--- src/pldsec_pkg.sv ---
// constants and types for the power-up, signature and security support block
//======================================================================
// Summary of operation
// all internal registers cleared to zero within 45 us of power-up.
// registered outputs read low after clear; post-register inverted cells read high (code: only where active_low_cfg is also set).
// system should not clock the device before setup intervals are met.
// first valid clock edge comes no sooner than 100 ns after power-up.
// sixteen-byte user identification memory, written freely, read back by verify.
// programmed security cell refuses array programming and blocks array verify readout.
// security cell cleared only by bulk erase of the whole device (code: sec_r is also cleared by rst_n).
// every macrocell register accepts a forced arbitrary load during functional test.
// register preload reachable only through the programming and test path.
package pldsec_pkg;
   localparam int PLDSEC_CLK_PERIOD_NS = 10;
   localparam int PLDSEC_CLEAR_TIME_US = 45;
   localparam int PLDSEC_CLEAR_CYCLES = (PLDSEC_CLEAR_TIME_US * 1000) / PLDSEC_CLK_PERIOD_NS;
   localparam int PLDSEC_CLK_VALID_NS = 100;
   localparam int PLDSEC_CLK_VALID_CYCLES =
      (PLDSEC_CLK_VALID_NS + PLDSEC_CLK_PERIOD_NS - 1) / PLDSEC_CLK_PERIOD_NS;
   localparam int PLDSEC_ID_BYTES = 16;
   localparam int PLDSEC_ID_AW = 4;
   localparam logic [7:0] PLDSEC_ID_RESET = 8'h00;
   typedef enum logic [2:0]
   {
      PLDSEC_CMD_NOP,
      PLDSEC_CMD_PROG_ARRAY,
      PLDSEC_CMD_VERIFY_ARRAY,
      PLDSEC_CMD_PROG_ID,
      PLDSEC_CMD_VERIFY_ID,
      PLDSEC_CMD_SET_SECURITY,
      PLDSEC_CMD_BULK_ERASE,
      PLDSEC_CMD_PRELOAD
   } pldsec_cmd_t;
   typedef enum {PLDSEC_ST_CLEAR, PLDSEC_ST_WAIT_CLK, PLDSEC_ST_RUN} pldsec_state_t;
endpackage

--- src/pldsec_prog_if.sv ---
// programming path signals between the top and the identification memory
`timescale 1ns/1ps
interface pldsec_prog_if;
   logic wr_en;
   logic [3:0] addr;
   logic [7:0] wdata;
   logic [7:0] rdata;
   logic erase;
   modport ctrl (output wr_en, output addr, output wdata, output erase, input rdata);
   modport mem (input wr_en, input addr, input wdata, input erase, output rdata);
endinterface

--- src/pldsec_id_mem.sv ---
// user identification memory, sixteen bytes
`timescale 1ns/1ps
module pldsec_id_mem
   import pldsec_pkg::*;
(
   input wire logic clk_sys,
   input wire logic rst_n,
   pldsec_prog_if.mem pif
);
   logic [7:0] mem_r [PLDSEC_ID_BYTES];
   logic [7:0] rdata_r;
   assign pif.rdata = rdata_r;
   always_ff @(posedge clk_sys or negedge rst_n)
   begin
      if (!rst_n)
      begin
         for (int i = 0; i < PLDSEC_ID_BYTES; i++)
            mem_r[i] <= PLDSEC_ID_RESET;
         rdata_r <= 8'h00;
      end
      else
      begin
         if (pif.erase)
            for (int i = 0; i < PLDSEC_ID_BYTES; i++)
               mem_r[i] <= PLDSEC_ID_RESET;
         else if (pif.wr_en)
            mem_r[pif.addr] <= pif.wdata;
         rdata_r <= mem_r[pif.addr];
      end
   end
endmodule

--- src/pldsec_top.sv ---
// power-up clear, security cell, preload path and verify readout
`timescale 1ns/1ps
module pldsec_top
   import pldsec_pkg::*;
#(
   parameter int NREG = 8,
   parameter int CLEAR_CYCLES = PLDSEC_CLEAR_CYCLES
)
(
   input wire logic clk_sys,
   input wire logic rst_n,
   input wire logic [2:0] prog_cmd,
   input wire logic prog_valid,
   input wire logic [3:0] prog_addr,
   input wire logic [7:0] prog_wdata,
   input wire logic [NREG-1:0] preload_data,
   input wire logic [NREG-1:0] reg_next,
   input wire logic [NREG-1:0] oe_cfg,
   input wire logic [NREG-1:0] inv_after_reg,
   input wire logic [NREG-1:0] active_low_cfg,
   output logic [7:0] verify_data,
   output logic verify_valid,
   output logic prog_refused,
   output logic security_set,
   output logic clear_done,
   output logic clock_ready,
   output logic [NREG-1:0] reg_q,
   output logic [NREG-1:0] pin_out,
   output logic [NREG-1:0] pin_oe
);
   initial
   begin
      if (NREG < 1 || NREG > 8)
         $error("NREG must be 1..8");
      if (CLEAR_CYCLES < 1)
         $error("CLEAR_CYCLES must be at least 1");
   end

   //======================================================================
   // power-up sequencing
   pldsec_state_t state_r, state_nxt;
   logic [31:0] cnt_r, cnt_nxt;
   always_comb
   begin
      state_nxt = state_r;
      cnt_nxt = cnt_r + 32'h0000_0001;
      case (state_r)
         PLDSEC_ST_CLEAR:
            if (cnt_r >= 32'(CLEAR_CYCLES - 1))
            begin
               state_nxt = PLDSEC_ST_WAIT_CLK;
               cnt_nxt = 32'h0000_0000;
            end
         PLDSEC_ST_WAIT_CLK:
            if (cnt_r >= 32'(PLDSEC_CLK_VALID_CYCLES - 1))
               state_nxt = PLDSEC_ST_RUN;
         default:
            cnt_nxt = cnt_r;
      endcase
   end
   always_ff @(posedge clk_sys or negedge rst_n)
   begin
      if (!rst_n)
      begin
         state_r <= PLDSEC_ST_CLEAR;
         cnt_r <= 32'h0000_0000;
      end
      else
      begin
         state_r <= state_nxt;
         cnt_r <= cnt_nxt;
      end
   end
   wire in_clear = (state_r == PLDSEC_ST_CLEAR);
   assign clear_done = !in_clear;
   assign clock_ready = (state_r == PLDSEC_ST_RUN);

   //======================================================================
   // command decode
   wire cmd_ok = prog_valid && clock_ready;
   wire c_prog = cmd_ok && (prog_cmd == PLDSEC_CMD_PROG_ARRAY);
   wire c_ver = cmd_ok && (prog_cmd == PLDSEC_CMD_VERIFY_ARRAY);
   wire c_pid = cmd_ok && (prog_cmd == PLDSEC_CMD_PROG_ID);
   wire c_vid = cmd_ok && (prog_cmd == PLDSEC_CMD_VERIFY_ID);
   wire c_sec = cmd_ok && (prog_cmd == PLDSEC_CMD_SET_SECURITY);
   wire c_erase = cmd_ok && (prog_cmd == PLDSEC_CMD_BULK_ERASE);
   wire c_pre = cmd_ok && (prog_cmd == PLDSEC_CMD_PRELOAD);

   //======================================================================
   // security cell and array image
   logic sec_r;
   logic [7:0] array_r [PLDSEC_ID_BYTES];
   logic [7:0] aread_r;
   logic ver_sel_r, vld_r, ref_r;
   always_ff @(posedge clk_sys or negedge rst_n)
   begin
      if (!rst_n)
      begin
         sec_r <= 1'b0;
         for (int i = 0; i < PLDSEC_ID_BYTES; i++)
            array_r[i] <= 8'h00;
         aread_r <= 8'h00;
         ver_sel_r <= 1'b0;
         vld_r <= 1'b0;
         ref_r <= 1'b0;
      end
      else
      begin
         if (c_erase)
         begin
            sec_r <= 1'b0;
            for (int i = 0; i < PLDSEC_ID_BYTES; i++)
               array_r[i] <= 8'h00;
         end
         else
         begin
            if (c_sec)
               sec_r <= 1'b1;
            if (c_prog && !sec_r)
               array_r[prog_addr] <= prog_wdata;
         end
         aread_r <= sec_r ? 8'h00 : array_r[prog_addr];
         ver_sel_r <= c_vid;
         vld_r <= (c_ver && !sec_r) || c_vid;
         ref_r <= (c_prog || c_ver) && sec_r;
      end
   end
   assign security_set = sec_r;
   assign verify_valid = vld_r;
   assign prog_refused = ref_r;

   //======================================================================
   // identification memory
   pldsec_prog_if pif ();
   assign pif.wr_en = c_pid;
   assign pif.addr = prog_addr;
   assign pif.wdata = prog_wdata;
   assign pif.erase = c_erase;
   pldsec_id_mem u_id
   (
      .clk_sys(clk_sys),
      .rst_n(rst_n),
      .pif(pif.mem)
   );
   assign verify_data = ver_sel_r ? pif.rdata : aread_r;

   //======================================================================
   // macrocell registers with preload
   logic [NREG-1:0] q_r;
   always_ff @(posedge clk_sys or negedge rst_n)
   begin
      if (!rst_n)
         q_r <= '0;
      else if (in_clear)
         q_r <= '0;
      else if (c_pre)
         q_r <= preload_data;
      else if (clock_ready)
         q_r <= reg_next;
   end
   assign reg_q = q_r;
   genvar g;
   generate
      for (g = 0; g < NREG; g++)
      begin : g_pin
         assign pin_out[g] = inv_after_reg[g] ? (q_r[g] ^ active_low_cfg[g]) : q_r[g];
         assign pin_oe[g] = oe_cfg[g];
      end
   endgenerate
endmodule

--- config.mk ---
export PLATFORM = sky130hd
export DESIGN_NAME = pldsec_top
export DESIGN_NICKNAME = d
export VERILOG_FILES = /design/src/pldsec_pkg.sv /design/src/pldsec_prog_if.sv /design/src/pldsec_id_mem.sv /design/src/pldsec_top.sv
export SDC_FILE = /design/constraint.sdc
export NUM_CORES = 1
export LEC_CHECK = 0
export BUFFER_PORTS_ARGS = -buffer_cell sky130_fd_sc_hd__clkbuf_2
export CORE_UTILIZATION = 40
export DETAILED_ROUTE_END_ITERATION = 12
export PLACE_DENSITY = 0.56
export SYNTH_ARGS = -nofsm -noshare
export SYNTH_HDL_FRONTEND = slang
export SYNTH_SLANG_ARGS = --single-unit
--- constraint.sdc ---
create_clock -name clk_sys -period 3.81 [get_ports clk_sys]
set_input_delay 0.762 -clock clk_sys [delete_from_list [all_inputs] [get_ports clk_sys]]
set_output_delay 0.762 -clock clk_sys [all_outputs]
set_load 0.005 [all_outputs]
# After elaboration in Yosys (flattened, before gate mapping)
# Index checks and enable logic that the tools add are counted.
dict set report op_classes {
  n_bitwise 9
  n_eq_ne 11
  n_lt_le_gt_ge 4
  muxes 34
  reduce_logical 24
  addsub 1
}
# operator n
set ops {}
lappend ops {{2-to-1 mux 128 bit} 4}
lappend ops {{bitwise mux 128 bit} 2}
lappend ops {{one-hot mux 32 bit (2 select lines)} 2}
lappend ops {{2-to-1 mux 32 bit} 3}
lappend ops {{2-to-1 mux 8 bit} 10}
lappend ops {{binary-select mux 8 bit (select 4 bit)} 2}
lappend ops {{logical NOT 32 bit} 2}
lappend ops {{adder 32 x 1 -> 32 bit (second input constant)} 1}
lappend ops {{demux 8 bit (select 4 bit)} 1}
lappend ops {{== test 32 x 1 -> 1 bit (second input constant)} 1}
lappend ops {{== test 32 x 3 -> 1 bit (second input constant)} 1}
lappend ops {{>= comparator 32 x 13 -> 1 bit (second input constant)} 1}
lappend ops {{>= comparator 32 x 4 -> 1 bit (second input constant)} 1}
lappend ops {{== test 3 bit (second input constant)} 4}
lappend ops {{logical AND 1 bit} 12}
lappend ops {{2-to-1 mux 1 bit} 10}
lappend ops {{nonzero test 2 bit} 4}
lappend ops {{bitwise XOR 1 bit} 8}
lappend ops {{== test 3 x 2 -> 1 bit (second input constant)} 2}
lappend ops {{>= comparator 5 bit (second input constant)} 1}
lappend ops {{less-than comparator 5 x 1 -> 1 bit (second input constant)} 1}
lappend ops {{inverter 4 -> 5 bit} 1}
lappend ops {{!= test 2 bit (second input constant)} 2}
lappend ops {{== test 3 x 1 -> 1 bit (second input constant)} 1}
lappend ops {{4 further kinds} 6}
dict set report word_totals {
  out_inout_bits 37
  input_bits 58
  ff_bits 348
  word_cells 124
}

# Longest topological paths before layout
# Gate-level depths: netlist of the first run.
dict set report logic_depth {
  ltp_word 8
  ltp_mapped 8
  ltp_nobuf 7
}

# By module
# From an unflattened synthesis of the first run, not the netlist that was laid out.
dict set report unflattened {
  hier_cells 1642
  area_unflattened_um2 15992.8
}
# mod seq_area_each_um2 cells_per_inst n_inst area_per_inst_um2
set by_module_without_submodules {}
lappend by_module_without_submodules {pldsec_top 4554.4 949 1 9162.5}
lappend by_module_without_submodules {pldsec_id_mem 3403.3 693 1 6830.3}

# Worst setup path after synthesis of the first run
# No wires, ideal clock.
dict set report synth_timing {
  path_kind {input to register}
  start {input port prog_addr[1]}
  end {register u_id.rdata_r[0], in the netlist u_id.pif.rdata[0]}
  stages 5
  arrival_ps 2178
  n_path_buf 3
  required_ps 3672
  path_slack_ps 1493
  setup_time_ps 138
  cell_sequence {buf_2 buf_4 clkbuf_1 mux4_2 mux4_2}
}
dict set report synth_between {
  elab_chain_cells 4
}
# element line_no
set synth_rtl {}
lappend synth_rtl {{from (decl)} pldsec_top.sv:14} ;# input wire logic [3:0] prog_addr,
lappend synth_rtl {{inverter 4 -> 5 bit (not written as such)} pldsec_id_mem.sv:28} ;# rdata_r <= mem_r[pif.addr];
lappend synth_rtl {{binary-select mux 8 bit (select 4 bit)} pldsec_id_mem.sv:28}
lappend synth_rtl {{2-to-1 mux 8 bit (not written as such) (2 in a row)} pldsec_id_mem.sv:28}
lappend synth_rtl {{to (signal assigned)} pldsec_id_mem.sv:28}
lappend synth_rtl {{to (decl)} pldsec_id_mem.sv:11} ;# logic [7:0] rdata_r;
# No other way between the ends. The select of a mux whose other input is x is not followed.
# A chain may end at the register's enable or synchronous reset.

# Worst setup path in the final report of the first run
dict set report layout_timing {
  start {register state_r[0]}
  end {register array_r[120] (netlist name)}
}
dict set report layout_between {
  elab_chain_cells 5
  word_cells_on_any_way 7
  classes_between {eq/ne: 1; mux: 1; reduce/logical: 5}
}
# element line_no
set layout_rtl {}
lappend layout_rtl {{from (decl)} pldsec_top.sv:41} ;# pldsec_state_t state_r, state_nxt;
lappend layout_rtl {{from (signal assigned)} pldsec_top.sv:70} ;# state_r <= state_nxt;
lappend layout_rtl {{== test 32 x 3 -> 1 bit (*)} pldsec_top.sv:76} ;# assign clock_ready = (state_r == PLDSEC_ST_RUN);
lappend layout_rtl {{logical AND 1 bit (*)} pldsec_top.sv:80} ;# wire cmd_ok = prog_valid && clock_ready;
lappend layout_rtl {{logical AND 1 bit} pldsec_top.sv:81} ;# wire c_prog = cmd_ok && (prog_cmd == PLDSEC_CMD_PROG_ARRAY);
lappend layout_rtl {{logical AND 1 bit} pldsec_top.sv:119} ;# if (c_prog && !sec_r)
lappend layout_rtl {{nonzero test 2 bit (no line)} -}
lappend layout_rtl {{to (signal, indexed assignment)} pldsec_top.sv:120} ;# array_r[prog_addr] <= prog_wdata;
lappend layout_rtl {{to (decl)} pldsec_top.sv:92} ;# logic [7:0] array_r [PLDSEC_ID_BYTES];
# Mark *: on every way between the ends. The rest lies on a longest branch, timed or not.

==> results of run 1 <==
[report_power, final]
part / total [mW] / internal [mW] / switching (mW)
combinational: 0.311 / 0.0841 / 0.227
clock: 3.72 / 2.30 / 1.43
sequential: 3.38 / 3.38 / 0
[path summary, 6_finish.rpt]
kind	cells past startpoint	start	to	slack [ps]
max	5	state_r[0]	array_r[120]	1060
min	1	rst_n	cnt_r[4]	280
max reg2reg	5	state_r[0]	array_r[120]	1060
min reg2reg	2	array_r[47]	array_r[47]	520
max in group asynchronous	2	rst_n	array_r[66]	2580
min in group clk_sys	3	prog_valid	verify_valid	490
[stage by stage]
step	hold slack, ps	cells	cell area (um2)	power (mW)
after detailed placement	508.3	2048	16380	3.756
final	276.6	2114	17660	7.413
after global routing	331.8	2113	17650	7.647
after CTS	297.5	2113	17650	7.500
after floorplan	466.4	1542	15630	3.593
after global placement	501.7	2048	16380	3.753
[Yosys cell counts (2+ instances only)]
| cell type | number | share of area, % |
|---|---|---|
| a2111oi_2 | 2 | 0.19 |
| a21oi_1 | 208 | 6.7 |
| and2_1 | 2 | 0.080 |
| and3_1 | 14 | 0.56 |
| and4_1 | 6 | 0.34 |
| buf_2 | 29 | 0.93 |
| buf_4 | 16 | 0.77 |
| buf_6 | 6 | 0.43 |
| clkbuf_1 | 66 | 1.6 |
| clkbuf_2 | 3 | 0.096 |
| dfrtp_1 | 318 | 51 |
| ha_1 | 3 | 0.24 |
| inv_1 | 4 | 0.096 |
| mux2_2 | 8 | 0.58 |
| mux2i_1 | 57 | 3.6 |
| mux4_2 | 80 | 12 |
| nand2_1 | 420 | 10 |
| nand2b_1 | 9 | 0.36 |
| nand3_1 | 62 | 2.0 |
| nand3_2 | 2 | 0.13 |
| nand4_1 | 9 | 0.36 |
| nand4_2 | 2 | 0.16 |
| nand4b_1 | 2 | 0.11 |
| nor2_1 | 101 | 2.4 |
| nor2_2 | 4 | 0.16 |
| nor2b_1 | 13 | 0.52 |
| nor3_1 | 3 | 0.096 |
| nor3_2 | 12 | 0.77 |
| nor4_1 | 4 | 0.16 |
| o21ai_0 | 12 | 0.38 |
| or2_2 | 10 | 0.40 |
| or3_1 | 2 | 0.080 |
| xnor2_1 | 17 | 0.95 |
| xor2_1 | 22 | 1.2 |
[routing by layer]
layer  routed length (um)  global-route usage (%)  vias to the layer above
li1                     -                       -                     5319
met1                19010                   31.13                     5879
met2                19960                   35.48                      372
met3                 2910                   4.456                       80
met4                 1444                   8.340                        0
met5                    0                       0                        -
[cells by family after synthesis]
kind of cell	after synthesis	share of synthesized area, %
mux	145	15.75
flops	318	50.90
xor+xnor	39	2.185
simple gates	687	19.59
buf+inv	125	3.930
compound gates	225	7.403
fa+ha+maj	3	0.2401
[flip-flops by register name (all words and copies together) (netlist names), 2 cells and up]
register	flops
state_r	2
array_r	128
aread_r	8
reg_q	8
u_id.mem_r	128
cnt_r	32
u_id.pif.rdata	8
[critical path: stages, from the launching register on]
cell and delay, ps:
dfrtp_1 560, and4bb_2 570, and3_1 620, nand3_1 540, nand2_1 190, a21oi_1 90
[cell usage in the layout (no fill, tap or decap), types with 9 or more instances in the layout]
master,instances
nor2_1,99
or2_2,10
xor2_1,22
nand2_1,420
a21oi_1,208
o21ai_0,12
and3_1,14
clkbuf_16,39
clkbuf_2,75
nand2b_1,9
nand4_1,9
mux2i_1,57
nand3_1,62
nor2b_1,13
nor3_2,12
dfrtp_1,318
buf_4,28
mux4_2,80
xnor2_1,17
[cell type report]
cell class	count	area (um2)
clock buffers	55	1116
multi-input cells	1099	7072
inverters	4	15.01
flip-flops and latches	318	7958
repair buffers	109	685.7
diodes	1	2.502
fillers	3618	20900
clock inverters	10	158.9
well taps	518	648.1
==> reports/results.txt, run 1 <==
Clock skew: 14.99 ps
Startpoint Class: flip-flop
Die X: 199.7 um
Sequential cell area fraction in the yosys report: 50.90%
Clk root buf: clkbuf_16
DP Wirelength: 28.12 mm
Crit path DAT: 3130 ps
Syn Nets: 1603
Final Net Count: 1630
Final hold violations: 0
Post-Route WL: 43.32 mm
Largest net degree at the start of global routing: 114
Die Ht: 199.7 um
Worst vdd ir: 239.0 uV
Setup TNS: 0 ps
Io pins: 95
Max Fclk: 364.1 MHz
Global route overflow: 0
Worst-Skew Late Latency: 530 ps
Setup bufs post-CTS: 0
Post-synth EDFFs: 0
Starting Density: 40.55%
DR WL/cell: 20.49 um
Slew @ Worst Pin: 1014 ps
Via Count: 11650
Final Core Density: 45.79%
Clk slew on worst S/H paths: 60 ps
DRC errors left: 0
Dpl ws: 660.6 ps
Antenna Nets Post-Route: 0
Clk sinks: 318
Share of layout cells above drive strength 1: 18.50%
Status: complete, no violations
Period utilization: 72.08%
Initial antenna violation count: 1
Area Growth Syn to Fin: 12.93%
Yosys reg bits: 318
Area of the core: 38560 um2
CTS tree: yes
CTS HTree Levels: 2
Post-Syn Area: 15630 um2
Pins over their slew limit: 0
Final setup vio count: 0
Yosys warns: 0
Leakage: 7.914 nW
WP data required: 4190 ps
Rows: 72
CTS buffer count: 37
Initial DRC count: 854
Global-route wire length before repair: 69.00 mm
Clk buf depth: 3
GRT Total Usage: 22.64%
CP Capture Type: flip-flop
Cell Pwr Density: 419.9 nW/um2
Die area: 39880 um2
Type of the worst min-delay path: input port to asynchronous set/reset pin
Most used flip-flop cell after synthesis: dfrtp_1
Mapped Cells: 1542
Ys async rst share: 100.0%
Number of vias per cell: 5.511
Vias in the first global route: 11630
Final worst slack: 1064 ps
Unrepaired setup endpoints after global routing: no
Routability cong.: 0.8147
Kind of critical path: flip-flop to flip-flop
Avg Cell Area, Syn: 10.14 um2
Max FO, Critical Path: 20
Cell variety after synth: 48
Maxcap violations: 0
Rel. slew slack: 32.42%
PortBufs: 78
Post-cts gate resize count: 0
CTS Hold Buffers Added: 0
Final min period: 2746 ps
TritonRoute pass-1 iters: 5
Note: power is estimated with default switching activity, not from simulation.
==> inputs of run 2 (changes only) <==
--- a/config.mk
+++ b/config.mk
@@ -5,10 +5,11 @@
 export SDC_FILE = /design/constraint.sdc
 export NUM_CORES = 1
 export LEC_CHECK = 0
+export ABC_AREA = 1
 export BUFFER_PORTS_ARGS = -buffer_cell sky130_fd_sc_hd__clkbuf_2
 export CORE_UTILIZATION = 40
 export DETAILED_ROUTE_END_ITERATION = 12
-export PLACE_DENSITY = 0.56
+export PLACE_DENSITY = 0.58
 export SYNTH_ARGS = -nofsm -noshare
 export SYNTH_HDL_FRONTEND = slang
 export SYNTH_SLANG_ARGS = --single-unit
==> constraint.sdc (replaced) <==
create_clock -name clk_sys -period 2.2 [get_ports clk_sys]
set_input_delay 0.44 -clock clk_sys [delete_from_list [all_inputs] [get_ports clk_sys]]
set_output_delay 0.44 -clock clk_sys [all_outputs]
set_load 0.005 [all_outputs]
==> run 2 against run 1 <==
  * Non-clock buffer count is 28 higher
  * Die area grew 2.7%
  * Hold slack got worse by 170 ps
  * Flip-flop and latch count did not move
  * Critical endpoint is now verify_data[0]
  * Count of clock-buffer cells in the layout up 4
  * First-iteration DRC count rose by 52%
  * Final cell count increased by 28%
  * Wire length grew 16%
  * Power grew 75%
  * Core utilization grew 1.0 points
  * Via count increased by 21%
==> reports/results.txt, run 2 <==
Status: complete, no violations
Top post-synthesis cells by count: 995 x nand2_1, 318 x dfrtp_1, 201 x nor2_1, 112 x a22oi_1, 86 x inv_1
Antenna Nets Post-Route: 0 (unchanged)
Share of layout cells above drive strength 1: 12.30% (-6.2 points)
Die Ht: 202.4 um (+1.3%)
Period utilization: 92.40%
CP Capture Type: output port
Simple-Gate Fraction of Synth Area: 32.01% (+12 points)
CP Launch Point: ver_sel_r
Power Internal: 10.04 mW (+74%)
Post-DP Area: 17250 um2 (+5.3%)
Setup bufs post-CTS: 0 (unchanged)
Post-Route WL: 50.28 mm (+16%)
Syn Nets: 2124 (+33%)
Most used flip-flop cell after synthesis: dfrtp_1
DRC errors left: 0 (unchanged)
Worst hold slack: 103.4 ps (-173.1 ps)
R2R cell count: 9 (+4)
Sequential Power Share: 45.0% (-0.6 points)
Synth Area in Compound Gates: 10.75% (+3.3 points)
Inserted Diodes: 0 (-1)
Final min period: 2033 ps
R2R Path End: u_id.mem_r[79]
Clk sinks: 318 (unchanged)
Area of the core: 39640 um2 (+2.8%)
WP data required: 1760 ps (-2430 ps)
Leakage: 9.464 nW (+20%)
GRT Total Usage: 25.33% (+2.7 points)
M1 GR Usage: 36.82% (+5.7 points)
Number of vias per cell: 5.222 (-5.2%)
Area leader, netlist: dfrtp_1
GRT met3 Usage: 4.370% (-0.086 points)
Largest net degree at the start of global routing: 69 (-39%)
Main combinational cell family by area after synthesis: simple AND/OR/NAND/NOR gates
Synth top area share: 49.55% (-1.4 points)
Max FO, Critical Path: 8 (-60%)
Type of the worst min-delay path: input port to flip-flop
Starting Density: 40.52% (about the same)
Initial DRC count: 1297 (+52%)
Sequential cell area fraction in the yosys report: 49.55% (-1.4 points)
Switching share of total power: 22.76% (+0.43 points)
DR WL/cell: 18.60 um (-9.3%)
Die X: 202.4 um (+1.3%)
Final setup vio count: 0 (unchanged)
Most numerous cell in the Yosys netlist: nand2_1
Mapped Cells: 2063 (+34%)
Slew @ Worst Pin: 677.5 ps (-336.1 ps)
Clk slew on worst S/H paths: 50 ps (about the same)
Worst-Skew Late Latency: 550 ps (+20 ps)
Kind of critical path: flip-flop to output port
Crit path DAT: 1590 ps (-1540 ps)
Avg Cell Area, Syn: 7.785 um2 (-23%)
R2r startpoint: state_r[0]
Global route overflow: 0 (unchanged)
Post-synth EDFFs: 0 (unchanged)
Largest registers: array_r x128, u_id.mem_r x128, cnt_r x32
Post-route cell area: 18560 um2 (+5.1%)
Flop-to-flop setup slack: 200 ps (-860 ps)
Final Net Count: 2214 (+36%)
Final worst slack: 167.3 ps (-896.4 ps)
Yosys reg bits: 318 (unchanged)
CTS tree: yes
Maxcap violations: 0 (unchanged)
Final hold violations: 0 (unchanged)
Rel. slew slack: 54.78% (+22 points)
Startpoint Class: flip-flop
Pins over their slew limit: 0 (unchanged)
Worst vdd ir: 463.0 uV (+94%)
Unrepaired setup endpoints after global routing: no
Setup TNS: 0 ps (unchanged)
Io pins: 95 (unchanged)
Commonest cells after routing, fill and taps aside: 995 x nand2_1, 317 x dfrtp_1, 198 x nor2_1
Clk buf depth: 3 (unchanged)
Clk root buf: clkbuf_16
CTS HTree Levels: 2 (unchanged)
Max Fclk: 492.0 MHz
CTS buffer count: 38 (+2.7%)
Worst setup path end: verify_data[0]
Via Count: 14120 (+21%)
Clock skew: 14.45 ps (-0.5354 ps)
Gate power share: 4.5% (+0.3 points)
Initial antenna violation count: 0 (-1)
Routability cong.: 0.8995 (+10%)
Post-Syn Area: 16060 um2 (+2.7%)
Vias in the first global route: 13970 (+20%)
Adder-Cell Fraction of Synth Area: 0.2337% (-0.0064 points)
Most Crowded Layer GR: met2
XOR/XNOR share of the synthesized area: 1.091% (-1.1 points)
Top cells by area, synth: dfrtp_1 50%, nand2_1 23%, a22oi_1 5.2%, nor2_1 4.7%, inv_1 2.0%
Clock share of power: 50.5% (+0.3 points)
Commonest non-fill, non-tap cell in the layout: nand2_1
DP Wirelength: 34.29 mm (+22%)
Cell Pwr Density: 700.0 nW/um2 (+67%)
Yosys warns: 0 (unchanged)
TritonRoute pass-1 iters: 5 (unchanged)
Global-route wire length before repair: 80.73 mm (+17%)
Cell variety after synth: 41 (-15%)
Switching pwr: 2.957 mW (+79%)
PortBufs: 78 (unchanged)
GR Util met2: 38.25% (+2.8 points)
Rows: 73 (+1.4%)
Ys async rst share: 100.0% (unchanged)
Mux share of post-synthesis cell area: 0.5609% (-15 points)
Area Growth Syn to Fin: 15.57%
Dpl ws: 183.3 ps (-477.3 ps)
Die area: 40960 um2 (+2.7%)
-- run 2: cell count changes after synthesis, moves of 57 or more --
cell     previous run  this run
nand2_1           420       995
a21oi_1           208         4
a22oi_1             0       112
nor2_1            101       201
inv_1               4        86
mux4_2             80         0
mux2i_1            57         0
-- run 2: power by group through the flow --
stage	sequential (mW)	combinational, mW	clock [mW]
4_1_cts	5.85	0.587	6.70
6_report	5.85	0.582	6.56
5_1_grt	5.85	0.632	6.93
3_3_place_gp	5.96	0.582	0
2_1_floorplan	5.96	0.223	0
3_5_place_dp	5.96	0.583	0
-- run 2: how the worst min path moves through the flow --
stage	startpoint	to	slack (ps)	cells after the start
floorplan	rst_n	aread_r[0]	140	0
global placement	rst_n	u_id.mem_r[70]	450	1
detailed placement	rst_n	reg_q[6]	450	1
CTS	prog_cmd[1]	ver_sel_r	80	2
global route	prog_cmd[1]	ver_sel_r	80	2
finish	prog_cmd[1]	ver_sel_r	100	2
-- run 2: cells by family (layout without fill, tap and decap cells) --
| kind of cell | Yosys count | count (layout) |
|---|---|---|
| simple gates | 1296 | 1296 |
| flops | 318 | 318 |
| compound gates | 237 | 237 |
| buf+inv | 181 | 297 |
| xor+xnor | 20 | 20 |
| mux | 8 | 8 |
| fa+ha+maj | 3 | 3 |
-- run 2: layout make-up --
| class | count | area, um2 |
|---|---|---|
| sequential | 318 | 7959 |
| timing repair buffer | 137 | 1096 |
| fill | 3961 | 21080 |
| tap | 525 | 656.9 |
| inverter | 94 | 360.3 |
| clock inverter | 7 | 112.6 |
| clock buffer | 59 | 1184 |
| multi-input combinational | 1564 | 7193 |
-- run 2: per-stage QoR --
| stage | utilization (%) | instances | power, mW |
|---|---|---|---|
| 5_1_grt | 46.82 | 2704 | 13.41 |
| 4_1_cts | 46.82 | 2704 | 13.13 |
| 6_report | 46.82 | 2704 | 12.99 |
| 3_5_place_dp | 43.53 | 2637 | 6.539 |
| 2_1_floorplan | - | 2063 | 6.180 |
| 3_3_place_gp | 43.53 | 2637 | 6.537 |
-- run 2: worst max-delay path, stage by stage, from the launching register on --
cell and delay [ps]:
dfrtp_2 490, mux2_2 420, clkbuf_2 130
-- run 2: per-layer routing --
layer	up-vias	wire length (um)
li1	6747	-
met4	0	1484
met2	563	22020
met5	-	0
met3	89	4118
met1	6722	22660
-- run 2: what timing repair did --
action	4_1_cts	5_1_grt
hold buffers	1	0
endpoints found under the setup margin	0	3
endpoints found under the hold margin	57	0
resized for setup	0	1
